### src/hdl/dram_cfg_pkg.sv
// Constants and types shared by the DRAM row type and refresh control logic.
//
// Behaviour
// - While the PCI-to-DRAM pipeline bit is clear (default) write pipelining is restricted.
// - When the write-combine bit is set sequential CPU-to-PCI writes may merge into one burst.
// - While read-around-write is clear (default) posted writes retire before any read.
// - RAS precharge is four host clocks when the precharge bit is 1, else three.
// - The 16-bit row type register holds a 2-bit type per row, row n at bits 2n+1:2n.
// - A row type pair decodes 00 FPM, 01 EDO, 10 burst EDO, 11 empty.
// - Cycle timing is chosen from the target row's type before a DRAM cycle starts.
// - With the queue bit set refreshes queue four deep and the fourth becomes priority.
// - With the queue bit clear every refresh request is a priority request.
// - The EDO detect bit turns on a special timing mode for per-row EDO detection.
// - Refresh type bit 1 selects RAS-only refresh, 0 selects CAS-before-RAS.
// - Refresh rate 000 disables refresh, 001 is normal, 111 is fast, others reserved.
// - The normal refresh interval follows the host frequency selection.
// - A write that changes the refresh rate restarts the refresh timer.
// - Fast refresh requests one refresh every 32 host clocks.
`default_nettype none

package dram_cfg_pkg;

    // Register indices; byte address is four times the index.
    localparam logic [9:0] IDX_BRIDGE_CFG  = 10'h050;
    localparam logic [9:0] IDX_BUFFER_CTRL = 10'h053;
    localparam logic [9:0] IDX_AUX_CTRL    = 10'h054;
    localparam logic [9:0] IDX_ROW_TYPE    = 10'h055;
    localparam logic [9:0] IDX_ROW_TYPE_HI = 10'h056;
    localparam logic [9:0] IDX_DRAM_CTRL   = 10'h057;

    // Reset values.
    localparam logic [7:0]  RST_BRIDGE_CFG  = 8'h01;
    localparam logic [7:0]  RST_BUFFER_CTRL = 8'h00;
    localparam logic [7:0]  RST_AUX_CTRL    = 8'h00;
    localparam logic [15:0] RST_ROW_TYPE    = 16'h0000;
    localparam logic [7:0]  RST_DRAM_CTRL   = 8'h01;

    // Writable bit masks; reserved bits read as zero.
    localparam logic [7:0] MASK_BRIDGE_CFG  = 8'h03;
    localparam logic [7:0] MASK_BUFFER_CTRL = 8'h07;
    localparam logic [7:0] MASK_AUX_CTRL    = 8'h82;
    localparam logic [7:0] MASK_DRAM_CTRL   = 8'h77;

    // Field positions.
    localparam int BIT_PIPELINE_EN   = 2;
    localparam int BIT_COMBINE_EN    = 1;
    localparam int BIT_RAW_EN        = 0;
    localparam int BIT_PRECHARGE     = 7;
    localparam int BIT_LOW_ADDR      = 1;
    localparam int BIT_QUEUE_EN      = 6;
    localparam int BIT_EDO_DETECT    = 5;
    localparam int BIT_REFRESH_TYPE  = 4;
    localparam int RATE_LSB          = 0;
    localparam int RATE_W            = 3;
    localparam int HFS_LSB           = 0;
    localparam int HFS_W             = 2;

    // Refresh rate codes.
    localparam logic [2:0] RATE_OFF    = 3'b000;
    localparam logic [2:0] RATE_NORMAL = 3'b001;
    localparam logic [2:0] RATE_FAST   = 3'b111;

    // Host frequency selection codes.
    localparam logic [1:0] HFS_60 = 2'b01;
    localparam logic [1:0] HFS_66 = 2'b10;

    // Precharge lengths in host clocks.
    localparam logic [2:0] PRECHARGE_SHORT = 3'd3;
    localparam logic [2:0] PRECHARGE_LONG  = 3'd4;

    // Fast refresh interval in host clocks, row count and refresh queue depth.
    localparam int FAST_REFRESH_CLKS = 32;
    localparam int ROWS              = 8;
    localparam int QUEUE_DEPTH       = 4;

    typedef enum logic [1:0] {
        ROW_FPM   = 2'b00,
        ROW_EDO   = 2'b01,
        ROW_BEDO  = 2'b10,
        ROW_EMPTY = 2'b11
    } row_type_t;

endpackage : dram_cfg_pkg

`default_nettype wire

### src/hdl/dram_row_type_refresh_control.sv
// APB register block for DRAM row types, precharge, buffer options and refresh.
`default_nettype none

module dram_row_type_refresh_control
    import dram_cfg_pkg::*;
#(
    parameter int ADDR_W          = 12,
    parameter int REFRESH_CNT_W   = 12,
    parameter int NORMAL_CLKS_60  = 936,
    parameter int NORMAL_CLKS_66  = 1030
) (
    input  wire logic              pclk,
    input  wire logic              presetn,
    // APB slave.
    input  wire logic              psel,
    input  wire logic              penable,
    input  wire logic              pwrite,
    input  wire logic [ADDR_W-1:0] paddr,
    input  wire logic [31:0]       pwdata,
    input  wire logic [3:0]        pstrb,
    output logic [31:0]            prdata,
    output logic                   pready,
    output logic                   pslverr,
    // DRAM cycle timing lookup.
    input  wire logic              cycle_req,
    input  wire logic [2:0]        cycle_row,
    output logic                   cycle_go,
    output logic [1:0]             cycle_type,
    output logic                   cycle_row_empty,
    output logic [7:0]             row_populated,
    output logic [2:0]             precharge_clks,
    output logic                   edo_detect_mode,
    // Refresh.
    input  wire logic              refresh_done,
    output logic                   refresh_req,
    output logic                   refresh_priority,
    output logic                   refresh_type_sel,
    // Buffer options and drive selection.
    output logic                   pci_dram_pipeline_en,
    output logic                   write_combine_en,
    output logic                   read_around_write_en,
    output logic                   low_addr_drive_sel
);

    //////////////////////////////////////////////////////////////////////////////////////
    // Register storage.

    logic [7:0]  bridge_config_q;
    logic [7:0]  buffer_control_q;
    logic [7:0]  auxiliary_control_q;
    logic [15:0] dram_row_type_q;
    logic [7:0]  dram_control_q;

    logic [9:0]  idx;
    logic        setup;
    logic        wr_commit;
    logic        hit;
    logic [31:0] rd_word;

    // Picks the 2-bit type field of one row.
    function automatic row_type_t row_type_of(input logic [15:0] types, input logic [2:0] row);
        row_type_of = row_type_t'(types[{row, 1'b0} +: 2]);
    endfunction

    function automatic logic is_mapped(input logic [9:0] index);
        is_mapped = (index == IDX_BRIDGE_CFG)  || (index == IDX_BUFFER_CTRL) ||
                    (index == IDX_AUX_CTRL)    || (index == IDX_ROW_TYPE)    ||
                    (index == IDX_ROW_TYPE_HI) || (index == IDX_DRAM_CTRL);
    endfunction

    assign idx       = paddr[11:2];
    assign setup     = psel && !penable;
    assign hit       = is_mapped(idx);
    assign wr_commit = psel && penable && pready && pwrite && !pslverr;

    //////////////////////////////////////////////////////////////////////////////////////
    // APB handshake: one access cycle, answer prepared in the setup cycle.

    always_comb begin
        rd_word = 32'h0000_0000;
        case (idx)
            IDX_BRIDGE_CFG:  rd_word[7:0]  = bridge_config_q;
            IDX_BUFFER_CTRL: rd_word[7:0]  = buffer_control_q;
            IDX_AUX_CTRL:    rd_word[7:0]  = auxiliary_control_q;
            IDX_ROW_TYPE:    rd_word[15:0] = dram_row_type_q;
            IDX_ROW_TYPE_HI: rd_word[7:0]  = dram_row_type_q[15:8];
            IDX_DRAM_CTRL:   rd_word[7:0]  = dram_control_q;
            default:         rd_word       = 32'h0000_0000;
        endcase
    end

    always_ff @(posedge pclk or negedge presetn) begin
        if (!presetn) begin
            pready  <= 1'b0;
            pslverr <= 1'b0;
            prdata  <= 32'h0000_0000;
        end else if (setup) begin
            pready  <= 1'b1;
            pslverr <= !hit;
            prdata  <= (!pwrite && hit) ? rd_word : 32'h0000_0000;
        end else begin
            pready  <= 1'b0;
            pslverr <= 1'b0;
        end
    end

    //////////////////////////////////////////////////////////////////////////////////////
    // Register writes; byte lanes honoured so the row type takes single bytes.

    always_ff @(posedge pclk or negedge presetn) begin
        if (!presetn) begin
            bridge_config_q <= RST_BRIDGE_CFG;
        end else if (wr_commit && idx == IDX_BRIDGE_CFG && pstrb[0]) begin
            bridge_config_q <= pwdata[7:0] & MASK_BRIDGE_CFG;
        end
    end

    always_ff @(posedge pclk or negedge presetn) begin
        if (!presetn) begin
            buffer_control_q <= RST_BUFFER_CTRL;
        end else if (wr_commit && idx == IDX_BUFFER_CTRL && pstrb[0]) begin
            buffer_control_q <= pwdata[7:0] & MASK_BUFFER_CTRL;
        end
    end

    always_ff @(posedge pclk or negedge presetn) begin
        if (!presetn) begin
            auxiliary_control_q <= RST_AUX_CTRL;
        end else if (wr_commit && idx == IDX_AUX_CTRL && pstrb[0]) begin
            auxiliary_control_q <= pwdata[7:0] & MASK_AUX_CTRL;
        end
    end

    // Word 0x55 holds both bytes in lanes 0 and 1; word 0x56 holds the upper
    // byte in lane 0, so byte-wise software can reach either half.
    always_ff @(posedge pclk or negedge presetn) begin
        if (!presetn) begin
            dram_row_type_q <= RST_ROW_TYPE;
        end else if (wr_commit) begin
            if (idx == IDX_ROW_TYPE && pstrb[0]) begin
                dram_row_type_q[7:0] <= pwdata[7:0];
            end
            if (idx == IDX_ROW_TYPE && pstrb[1]) begin
                dram_row_type_q[15:8] <= pwdata[15:8];
            end else if (idx == IDX_ROW_TYPE_HI && pstrb[0]) begin
                dram_row_type_q[15:8] <= pwdata[7:0];
            end
        end
    end

    logic dram_ctrl_wr;
    logic rate_changed;

    assign dram_ctrl_wr = wr_commit && idx == IDX_DRAM_CTRL && pstrb[0];
    assign rate_changed = dram_ctrl_wr &&
        (pwdata[RATE_LSB +: RATE_W] != dram_control_q[RATE_LSB +: RATE_W]);

    always_ff @(posedge pclk or negedge presetn) begin
        if (!presetn) begin
            dram_control_q <= RST_DRAM_CTRL;
        end else if (dram_ctrl_wr) begin
            dram_control_q <= pwdata[7:0] & MASK_DRAM_CTRL;
        end
    end

    //////////////////////////////////////////////////////////////////////////////////////
    // Configuration outputs, each a register bit except precharge_clks, a registered 3 or 4 chosen by the precharge bit.

    assign pci_dram_pipeline_en = buffer_control_q[BIT_PIPELINE_EN];
    assign write_combine_en     = buffer_control_q[BIT_COMBINE_EN];
    assign read_around_write_en = buffer_control_q[BIT_RAW_EN];
    assign low_addr_drive_sel   = auxiliary_control_q[BIT_LOW_ADDR];
    assign edo_detect_mode      = dram_control_q[BIT_EDO_DETECT];
    assign refresh_type_sel     = dram_control_q[BIT_REFRESH_TYPE];

    always_ff @(posedge pclk or negedge presetn) begin
        if (!presetn) begin
            precharge_clks <= PRECHARGE_SHORT;
        end else begin
            precharge_clks <= auxiliary_control_q[BIT_PRECHARGE] ?
                              PRECHARGE_LONG : PRECHARGE_SHORT;
        end
    end

    //////////////////////////////////////////////////////////////////////////////////////
    // Row type lookup for each DRAM cycle.

    genvar r;
    generate
        for (r = 0; r < ROWS; r++) begin : g_pop
            always_ff @(posedge pclk or negedge presetn) begin
                if (!presetn) begin
                    row_populated[r] <= 1'b1;
                end else begin
                    row_populated[r] <= row_type_of(dram_row_type_q, 3'(r)) != ROW_EMPTY;
                end
            end
        end
    endgenerate

    always_ff @(posedge pclk or negedge presetn) begin
        if (!presetn) begin
            cycle_go        <= 1'b0;
            cycle_type      <= ROW_FPM;
            cycle_row_empty <= 1'b0;
        end else begin
            cycle_go <= cycle_req;
            if (cycle_req) begin
                cycle_type      <= row_type_of(dram_row_type_q, cycle_row);
                cycle_row_empty <= row_type_of(dram_row_type_q, cycle_row) == ROW_EMPTY;
            end
        end
    end

    //////////////////////////////////////////////////////////////////////////////////////
    // Refresh scheduling.

    localparam logic [REFRESH_CNT_W-1:0] FAST_INTERVAL = REFRESH_CNT_W'(FAST_REFRESH_CLKS);
    localparam logic [REFRESH_CNT_W-1:0] NORM_60       = REFRESH_CNT_W'(NORMAL_CLKS_60);
    localparam logic [REFRESH_CNT_W-1:0] NORM_66       = REFRESH_CNT_W'(NORMAL_CLKS_66);

    logic [2:0]               rate;
    logic                     refresh_run;
    logic [REFRESH_CNT_W-1:0] interval;
    logic                     refresh_tick;

    assign rate = dram_control_q[RATE_LSB +: RATE_W];

    // Reserved rate codes issue no refresh, the same as disabled.
    always_comb begin
        refresh_run = 1'b0;
        interval    = FAST_INTERVAL;
        case (rate)
            RATE_NORMAL: begin
                refresh_run = 1'b1;
                interval    = (bridge_config_q[HFS_LSB +: HFS_W] == HFS_66) ?
                              NORM_66 : NORM_60;
            end
            RATE_FAST: begin
                refresh_run = 1'b1;
                interval    = FAST_INTERVAL;
            end
            default: refresh_run = 1'b0;
        endcase
    end

    refresh_timer #(
        .CNT_W    (REFRESH_CNT_W)
    ) u_timer (
        .pclk     (pclk),
        .presetn  (presetn),
        .run      (refresh_run),
        .restart  (rate_changed),
        .interval (interval),
        .tick_q   (refresh_tick)
    );

    refresh_queue #(
        .DEPTH      (QUEUE_DEPTH)
    ) u_queue (
        .pclk       (pclk),
        .presetn    (presetn),
        .tick       (refresh_tick),
        .done       (refresh_done),
        .queue_en   (dram_control_q[BIT_QUEUE_EN]),
        .pending_q  (),
        .req_q      (refresh_req),
        .priority_q (refresh_priority)
    );

endmodule // dram_row_type_refresh_control

`default_nettype wire

### src/hdl/refresh_queue.sv
// Pending refresh counter with priority escalation.
`default_nettype none

module refresh_queue #(
    parameter int DEPTH = 4
) (
    input  wire logic                       pclk,
    input  wire logic                       presetn,
    input  wire logic                       tick,
    input  wire logic                       done,
    input  wire logic                       queue_en,
    output logic [$clog2(DEPTH+1)-1:0]      pending_q,
    output logic                            req_q,
    output logic                            priority_q
);

    localparam int PW = $clog2(DEPTH + 1);

    logic [PW-1:0] pending_d;

    always_comb begin
        pending_d = pending_q;
        if (done && pending_d != '0) begin
            pending_d = pending_d - PW'(1);
        end
        // A request arriving while full is dropped unless a refresh completes in the
        // same cycle; the priority refresh already pending covers that interval.
        if (tick && pending_d != PW'(DEPTH)) begin
            pending_d = pending_d + PW'(1);
        end
    end

    always_ff @(posedge pclk or negedge presetn) begin
        if (!presetn) begin
            pending_q  <= '0;
            req_q      <= 1'b0;
            priority_q <= 1'b0;
        end else begin
            pending_q  <= pending_d;
            req_q      <= pending_d != '0;
            if (queue_en) begin
                priority_q <= pending_d == PW'(DEPTH);
            end else begin
                priority_q <= pending_d != '0;
            end
        end
    end

endmodule // refresh_queue

`default_nettype wire

### src/hdl/refresh_timer.sv
// Refresh request timer counting host clocks up to a selected interval.
`default_nettype none

module refresh_timer #(
    parameter int CNT_W = 12
) (
    input  wire logic             pclk,
    input  wire logic             presetn,
    input  wire logic             run,
    input  wire logic             restart,
    input  wire logic [CNT_W-1:0] interval,
    output logic                  tick_q
);

    logic [CNT_W-1:0] count_q;

    // A restart or a stopped timer holds the count at zero so the next
    // interval is measured from the first enabled clock.
    always_ff @(posedge pclk or negedge presetn) begin
        if (!presetn) begin
            count_q <= '0;
            tick_q  <= 1'b0;
        end else if (restart || !run) begin
            count_q <= '0;
            tick_q  <= 1'b0;
        end else if (count_q >= interval - CNT_W'(1)) begin
            count_q <= '0;
            tick_q  <= 1'b1;
        end else begin
            count_q <= count_q + CNT_W'(1);
            tick_q  <= 1'b0;
        end
    end

endmodule // refresh_timer

`default_nettype wire

### config.mk
export PLATFORM = sky130hd
export DESIGN_NAME = dram_row_type_refresh_control
export DESIGN_NICKNAME = d
export VERILOG_FILES = /design/src/hdl/dram_cfg_pkg.sv /design/src/hdl/dram_row_type_refresh_control.sv /design/src/hdl/refresh_queue.sv /design/src/hdl/refresh_timer.sv
export SDC_FILE = /design/constraint.sdc
export NUM_CORES = 1
export LEC_CHECK = 0
export ABC_CLOCK_PERIOD_IN_PS = 2480
export BUFFER_PORTS_ARGS = -buffer_cell sky130_fd_sc_hd__buf_4
export CAP_MARGIN = 20
export CORE_MARGIN = 3
export CORE_UTILIZATION = 31
export CTS_BUF_LIST = sky130_fd_sc_hd__clkbuf_4 sky130_fd_sc_hd__clkbuf_8 sky130_fd_sc_hd__clkbuf_16
export DETAILED_ROUTE_END_ITERATION = 8
export SYNTH_ARGS = -nofsm -noshare
export SYNTH_HDL_FRONTEND = slang
export SYNTH_SLANG_ARGS = --single-unit
### constraint.sdc
create_clock -name pclk -period 2.48 [get_ports pclk]
set_clock_uncertainty 0.1 [all_clocks]
set_input_delay 0.248 -clock pclk [delete_from_list [all_inputs] [get_ports pclk]]
set_output_delay 0.248 -clock pclk [all_outputs]
set_load 0.01 [all_outputs]
======== Word level (Yosys, flattened, before mapping) ========
Cells that the tools add are included.
word-level totals
  flip-flop bits (word level) ............. 96
  bits in latches ......................... 0
  RAM bits ................................ 0
  memory bits (read-only) ................. 0
  output and inout port bits .............. 57
  logic and storage cells ................. 108
  memories ................................ 0
cells by class
  add/sub/neg operators ................... 4
  multipliers ............................. 0
  div/mod/pow operators ................... 0
  $lt $le $gt $ge ......................... 1
  equal/unequal tests ..................... 21
  shift operators ......................... 1
  multiplexer cells ....................... 18
  bitwise operators ....................... 0
  reductions and logical operators ........ 37
operator list
  cell                                                   count
  equality test 10 x 7 -> 1 bit (second input constant)  6
  one-hot mux 8 bit (6 select lines)                     1
  2-to-1 mux 12 bit                                      2
  2-to-1 mux 8 bit                                       3
  2-to-1 mux 11 bit                                      2
  logical AND 1 bit                                      20
  2-to-1 mux 16 bit                                      1
  != test 2 bit (second input constant)                  8
  indexed part select 16 x 5 -> 2 bit                    1
  adder 12 x 1 -> 12 bit (second input constant)         1
  greater-or-equal comparator 12 bit                     1
  subtractor 11 x 1 -> 12 bit (second input constant)    1
  2-to-1 mux 3 bit                                       3
  equality test 3 bit (second input constant)            2
  logical OR 1 bit                                       6
  2-to-1 mux 1 bit                                       6
  nonzero test 3 bit                                     2
  logical NOT 1 bit                                      5
  equality test 2 bit (second input constant)            2
  AND reduction 2 bit                                    2
  adder 3 x 1 -> 3 bit (second input constant)           1
  equality test 3 x 1 -> 1 bit (second input constant)   1
  != test 3 bit                                          1
  != test 3 bit (second input constant)                  1
  other kinds (3)                                        3

======== Longest topological paths before layout ========
  depth in word-level cells ............... 9
  gate-level depth with buffers ........... 13
  gate-level depth less buffers ........... 13

======== Modules after synthesis ========
From an unflattened synthesis, not the netlist that was laid out.
unflattened totals
  cell total of the unflattened synthesis .. 395
  area total of the unflattened synthesis .. 4,423.0 sq um
by module, submodules not included
  module                         instances  cells an instance  area each (sq um)
  dram_row_type_refresh_control  1          241                2,939.1
  refresh_timer                  1          116                1,109.8
  refresh_queue                  1          38                 374.1

======== Least setup slack after synthesis ========
Ideal clock, no wire load.
  path type ............................... register to register
  start point ............................. reg u_queue.pending_q[0]
  end point ............................... reg u_queue.priority_q
  library setup time ...................... 0.119 ns
  data arrival time ....................... 2.332 ns
  setup slack ............................. -0.071 ns
  stages on the path, launching flop included .. 12
  period minus slack after synthesis ...... 2.551 ns
  cells stage by stage .................... dfrtp_1 inv_1 ha_1 nand2b_1 and2_1 xnor2_1 ha_1 nand2_1 o221ai_1 nand4_1 a31o_2 and2_1
on the way
  cells in the longest elaborated chain, start to end .. 8
RTL lines
  element                                                            RTL line                                  source
  from (decl)                                                        refresh_queue.sv:12                       output logic [$clog2(DEPTH+1)-1:0] pending_q,
  from (signal assigned)                                             refresh_queue.sv:39                       pending_q <= pending_d;
  branches (longest 2 deep; another with subtractor 3 x 1 -> 3 bit)  n/a
  2-to-1 mux 3 bit (*)                                               refresh_queue.sv:23                       if (done && pending_d != '0) begin
  branches (longest 2 deep; another with adder 3 x 1 -> 3 bit)       n/a
  2-to-1 mux 3 bit (*)                                               refresh_queue.sv:28                       if (tick && pending_d != PW'(DEPTH)) begin
  equality test 3 bit / nonzero test 3 bit (equally long branches)   refresh_queue.sv:42, refresh_queue.sv:44
  2-to-1 mux 1 bit (*)                                               refresh_queue.sv:41                       if (queue_en) begin
  to (signal assigned)                                               refresh_queue.sv:42                       priority_q <= pending_d == PW'(DEPTH);
  to (decl)                                                          refresh_queue.sv:14                       output logic priority_q
Every way passes the cells marked *.
A chain may end at the register's enable or synchronous reset.

======== Worst setup path in the final report ========
  start point ............................. reg bridge_config_q[0]
  end point ............................... reg u_timer.count_q[9]
on the way
  cells in the longest elaborated chain, start to end .. 7
RTL lines
  element                             RTL line                              source
  from (decl)                         dram_row_type_refresh_control.sv:48   logic [7:0] bridge_config_q;
  from (signal assigned)              dram_row_type_refresh_control.sv:114  bridge_config_q <= pwdata[7:0] & MASK_BRIDGE_CFG;
  equality test 2 bit                 dram_row_type_refresh_control.sv:236  interval = (bridge_config_q[HFS_LSB +: HFS_W] == HFS_66) ?
  2-to-1 mux 11 bit                   dram_row_type_refresh_control.sv:236
  2-to-1 mux 11 bit                   dram_row_type_refresh_control.sv:233  case (rate)
  subtractor 11 x 1 -> 12 bit         refresh_timer.sv:26                   end else if (count_q >= interval - CNT_W'(1)) begin
  greater-or-equal comparator 12 bit  refresh_timer.sv:26
  2-to-1 mux 12 bit                   refresh_timer.sv:26
  2-to-1 mux 12 bit                   refresh_timer.sv:23                   end else if (restart || !run) begin
  to (signal assigned)                refresh_timer.sv:30                   count_q <= count_q + CNT_W'(1);
  to (decl)                           refresh_timer.sv:15                   logic [CNT_W-1:0] count_q;
No other way between the ends.

==> metrics.txt <==
status=finished, final reports clean; Seq pwr share=39.3%; GRT Resource Usage Total=14.4%; dominant cell type by area after synthesis=dfrtp_1; CTS buffer count=9; number of buffers added on ports=78; Starting Density=between 30% and 40%; warnings from Yosys=0; Die Y=121 um; drt drc=0; crit share post-route=~94%; fin. max-slew vios=0; crit path launch=bridge_config_q[0]$_DFFE_PN1P_; post-route cell area=0.00542 sq mm; global-route wire length before repair=approximately 17000 um; via/cell ratio=4.96; Synth area leaders=dfrtp_1 (42%), mux2_2 (7.2%), dfstp_2 (7.1%), ha_1 (5.2%), buf_4 (3.1%); critical path launch point type=register; clk root buf=clkbuf_16; RR Endpoint=u_timer.count_q[9]$_DFF_PN0_; P&R area growth vs syn=33.0%; largest net degree at the start of global routing=80; worst r2r path cells=9; Yosys cell types=53; power share of the combinational group=21.5%; Synth top area share=between 40% and 50%; wirelength, routed=10500 um; min-delay worst type=primary input to register; largest family of logic cells by synthesized area=simple AND/OR/NAND/NOR gates; initial antenna violation count=0; total grt overflow=0; Worst R2R Start=bridge_config_q[0]$_DFFE_PN1P_; CTS tree=yes; vias in the first global route=about 3.1k; Final Instance Count excl. Fillers=653; DP Area=around 0.0049 sq mm; Core Footprint=0.0127 sq mm; Syn Area/Cell=11.0 sq um; Syn Inst Count=372; crit path capture=u_timer.count_q[9]$_DFF_PN0_; Seq cells post-synth=79; Fmax=0.428 GHz; Setup CP Type=register to register; Synth Cell Area=0.00408 sq mm; row count=41; proportion of synthesized area in mux cells=between 10% and 20%; WL/cell=about 16 um; WHS Path Cells=2; drt first pass iters=4; worst reg2reg setup slack=140 ps; H-tree levels=3; PwrDens=around 640 mW/mm^2; max_cap viols=0; Worst Path Max Fanout=7; Clk network pwr share=39.2%; Post-synth EDFFs=0; layout cells sized above 1=38.9%; Worst-path clk slew=60 ps; CP Data Required Time=2630 ps; GP Congestion=between 0.8 and 0.9; deepest clock path buffer count=2; sequential-to-total area share from yosys stat=48.8%; final setup fails=0; antenna cell count=0; asr flop ratio synth=100%; crit path capture type=register; Die Wd=121 um; die area=0.0146 sq mm; P_int=0.00252 W; Adder-Cell Fraction of Synth Area=5.22%; Vias=~3.2k; # IOs=115; RSZ-0062 raised after global routing=true; ANT nets after route=0; switching power=~0.00095 W; leakage=2.51 nW; Final Net Count=551; post-synthesis compound-gate area fraction=between 10% and 20%; Worst Path Arrival=around 2500 ps; Sw Share=between 20% and 30%; Worst VDD drop=between 0.3 and 0.4 mV; Fillers=1220; Top FF cell, synth=dfrtp_1; placed cells=630; XOR/XNOR Fraction of Synth Area=3.44%; Worst-Skew Late Latency=about 340 ps; 1st-iter DRT viols=180; Post-Synth Simple-Gate Area=14.8%; hpwl dp=7600 um; Final Hold Viols=0; Final min period=2340 ps; Sink Count=between 70 and 80
[cell type report]
class / instances / area, sq um / area share [%]
Tap cell: 172 / 215 / 3.97
Clock inverter: 6 / 67.6 / 1.25
Inverter: 14 / 52.6 / 0.969
Clock buffer: 10 / 239 / 4.41
Sequential cell: 79 / 1990 / 36.7
Multi-Input combinational cell: 269 / 2070 / 38.1
Timing Repair Buffer: 103 / 791 / 14.6
[kinds of logic (layout without fill, tap and decap cells)]
kind of cell | after synthesis | after routing
other | 2 | 17
buffers and inverters | 40 | 133
AO/OA/AOI/OAI | 65 | 66
multiplexers | 38 | 38
XOR/XNOR | 16 | 16
flip-flops | 79 | 79
adder cells (fa/ha/maj) | 17 | 17
AND/OR/NAND/NOR | 115 | 115
[worst min-delay path by stage]
stage | end | start | slack [ps]
floorplan | auxiliary_control_q[1]$_DFFE_PN0P_ | presetn | -150
global placement | cycle_go$_DFF_PN0_ | presetn | 200
detailed placement | cycle_go$_DFF_PN0_ | presetn | 210
CTS | dram_row_type_q[3]$_DFFE_PN0P_ | pwdata[3] | 50
global route | dram_row_type_q[3]$_DFFE_PN0P_ | pwdata[3] | 70
finish | dram_row_type_q[3]$_DFFE_PN0P_ | pwdata[3] | 60
[synth_stat cells, drive strengths merged, types with 3 or more instances]
library cell	number
nor2	27
a22oi	5
mux4	4
inv	14
dfstp	11
a21o	3
dfrtp	68
o22ai	10
a31oi	3
xnor2	8
mux2i	8
a21oi	14
a22o	8
nand2b	4
xor2	8
nand2	28
and3	3
nor3	15
o21ai	12
mux2	26
nand3	11
clkbuf	6
nand4	7
ha	17
and2	4
buf	20
[placed cells by master (no fill, tap or decap), drive strengths merged, types with 3 or more instances in the layout]
master  synthesis  final
buf            20    101
dfrtp          68     68
nand2          28     28
nor2           27     27
mux2           26     26
conb            2     17
ha             17     17
inv            14     16
nor3           15     15
a21oi          14     14
o21ai          12     12
dfstp          11     11
nand3          11     11
o22ai          10     10
clkbuf          6     10
xor2            8      8
mux2i           8      8
a22o            8      8
xnor2           8      8
nand4           7      7
a22oi           5      5
mux4            4      4
nand2b          4      4
a21o            3      4
and2            4      4
a31oi           3      3
and3            3      3
[registers in the layout (all words and copies together), names as in the netlist, 2 cells and up]
register / flops
auxiliary_control_q: 2
u_queue.pending_q: 3
dram_row_type_q: 16
dram_control_q: 6
bridge_config_q: 2
precharge_clks: 2
row_populated: 8
u_timer.count_q: 12
cycle_type: 2
buffer_control_q: 3
prdata: 16
[repair_timing]
action	4_1_cts	5_1_grt
endpoints found under the hold margin	69	0
hold buffers	2	0
cloned	0	1
pin swaps	0	6
endpoints found under the setup margin	2	16
setup buffers	0	4
gates resized for setup	3	26
[metrics by stage]
step	total power, W	TNS (ps)	util (%)	hold WS [ps]	setup slack (ps)
after floorplan	0.00168	0	-	-148	20.8
after global placement	0.00188	0	38.7	205	7.05
after detailed placement	0.00190	-65.9	38.7	207	-65.9
after CTS	0.00329	0	41.4	53.0	2.88
after global routing	0.00363	-7.90	42.6	68.5	-5.57
final	0.00347	0	42.6	60.8	145
[power by group through the flow]
stage	clock, W	sequential [W]	combinational, W
final	0.00136	0.00136	0.000748
after global routing	0.00143	0.00137	0.000829
after CTS	0.00138	0.00136	0.000547
after detailed placement	0	0.00138	0.000517
after global placement	0	0.00138	0.000497
after floorplan	0	0.00139	0.000287
[critical path, stage by stage (launching register included)]
cell      delay, ps
dfstp_2         560
nand2b_4        140
nand3_2         100
ha_1            190
nand2b_1        140
ha_1            290
a21oi_1         140
o21ai_1         110
a21o_2          280
nor3_2          200
[per-layer routing]
metal  global-route usage (%)  share of wire, %  vias up  wire length (um)
li1                         -                 -     1521                 -
met5                        0                 0        -                 0
met4                     7.37               3.3        0               342
met1                     20.6                47     1590              4980
met2                     21.0                45      100              4680
met3                     2.34               4.8       28               501
Note: power is estimated with default switching activity, not from simulation.
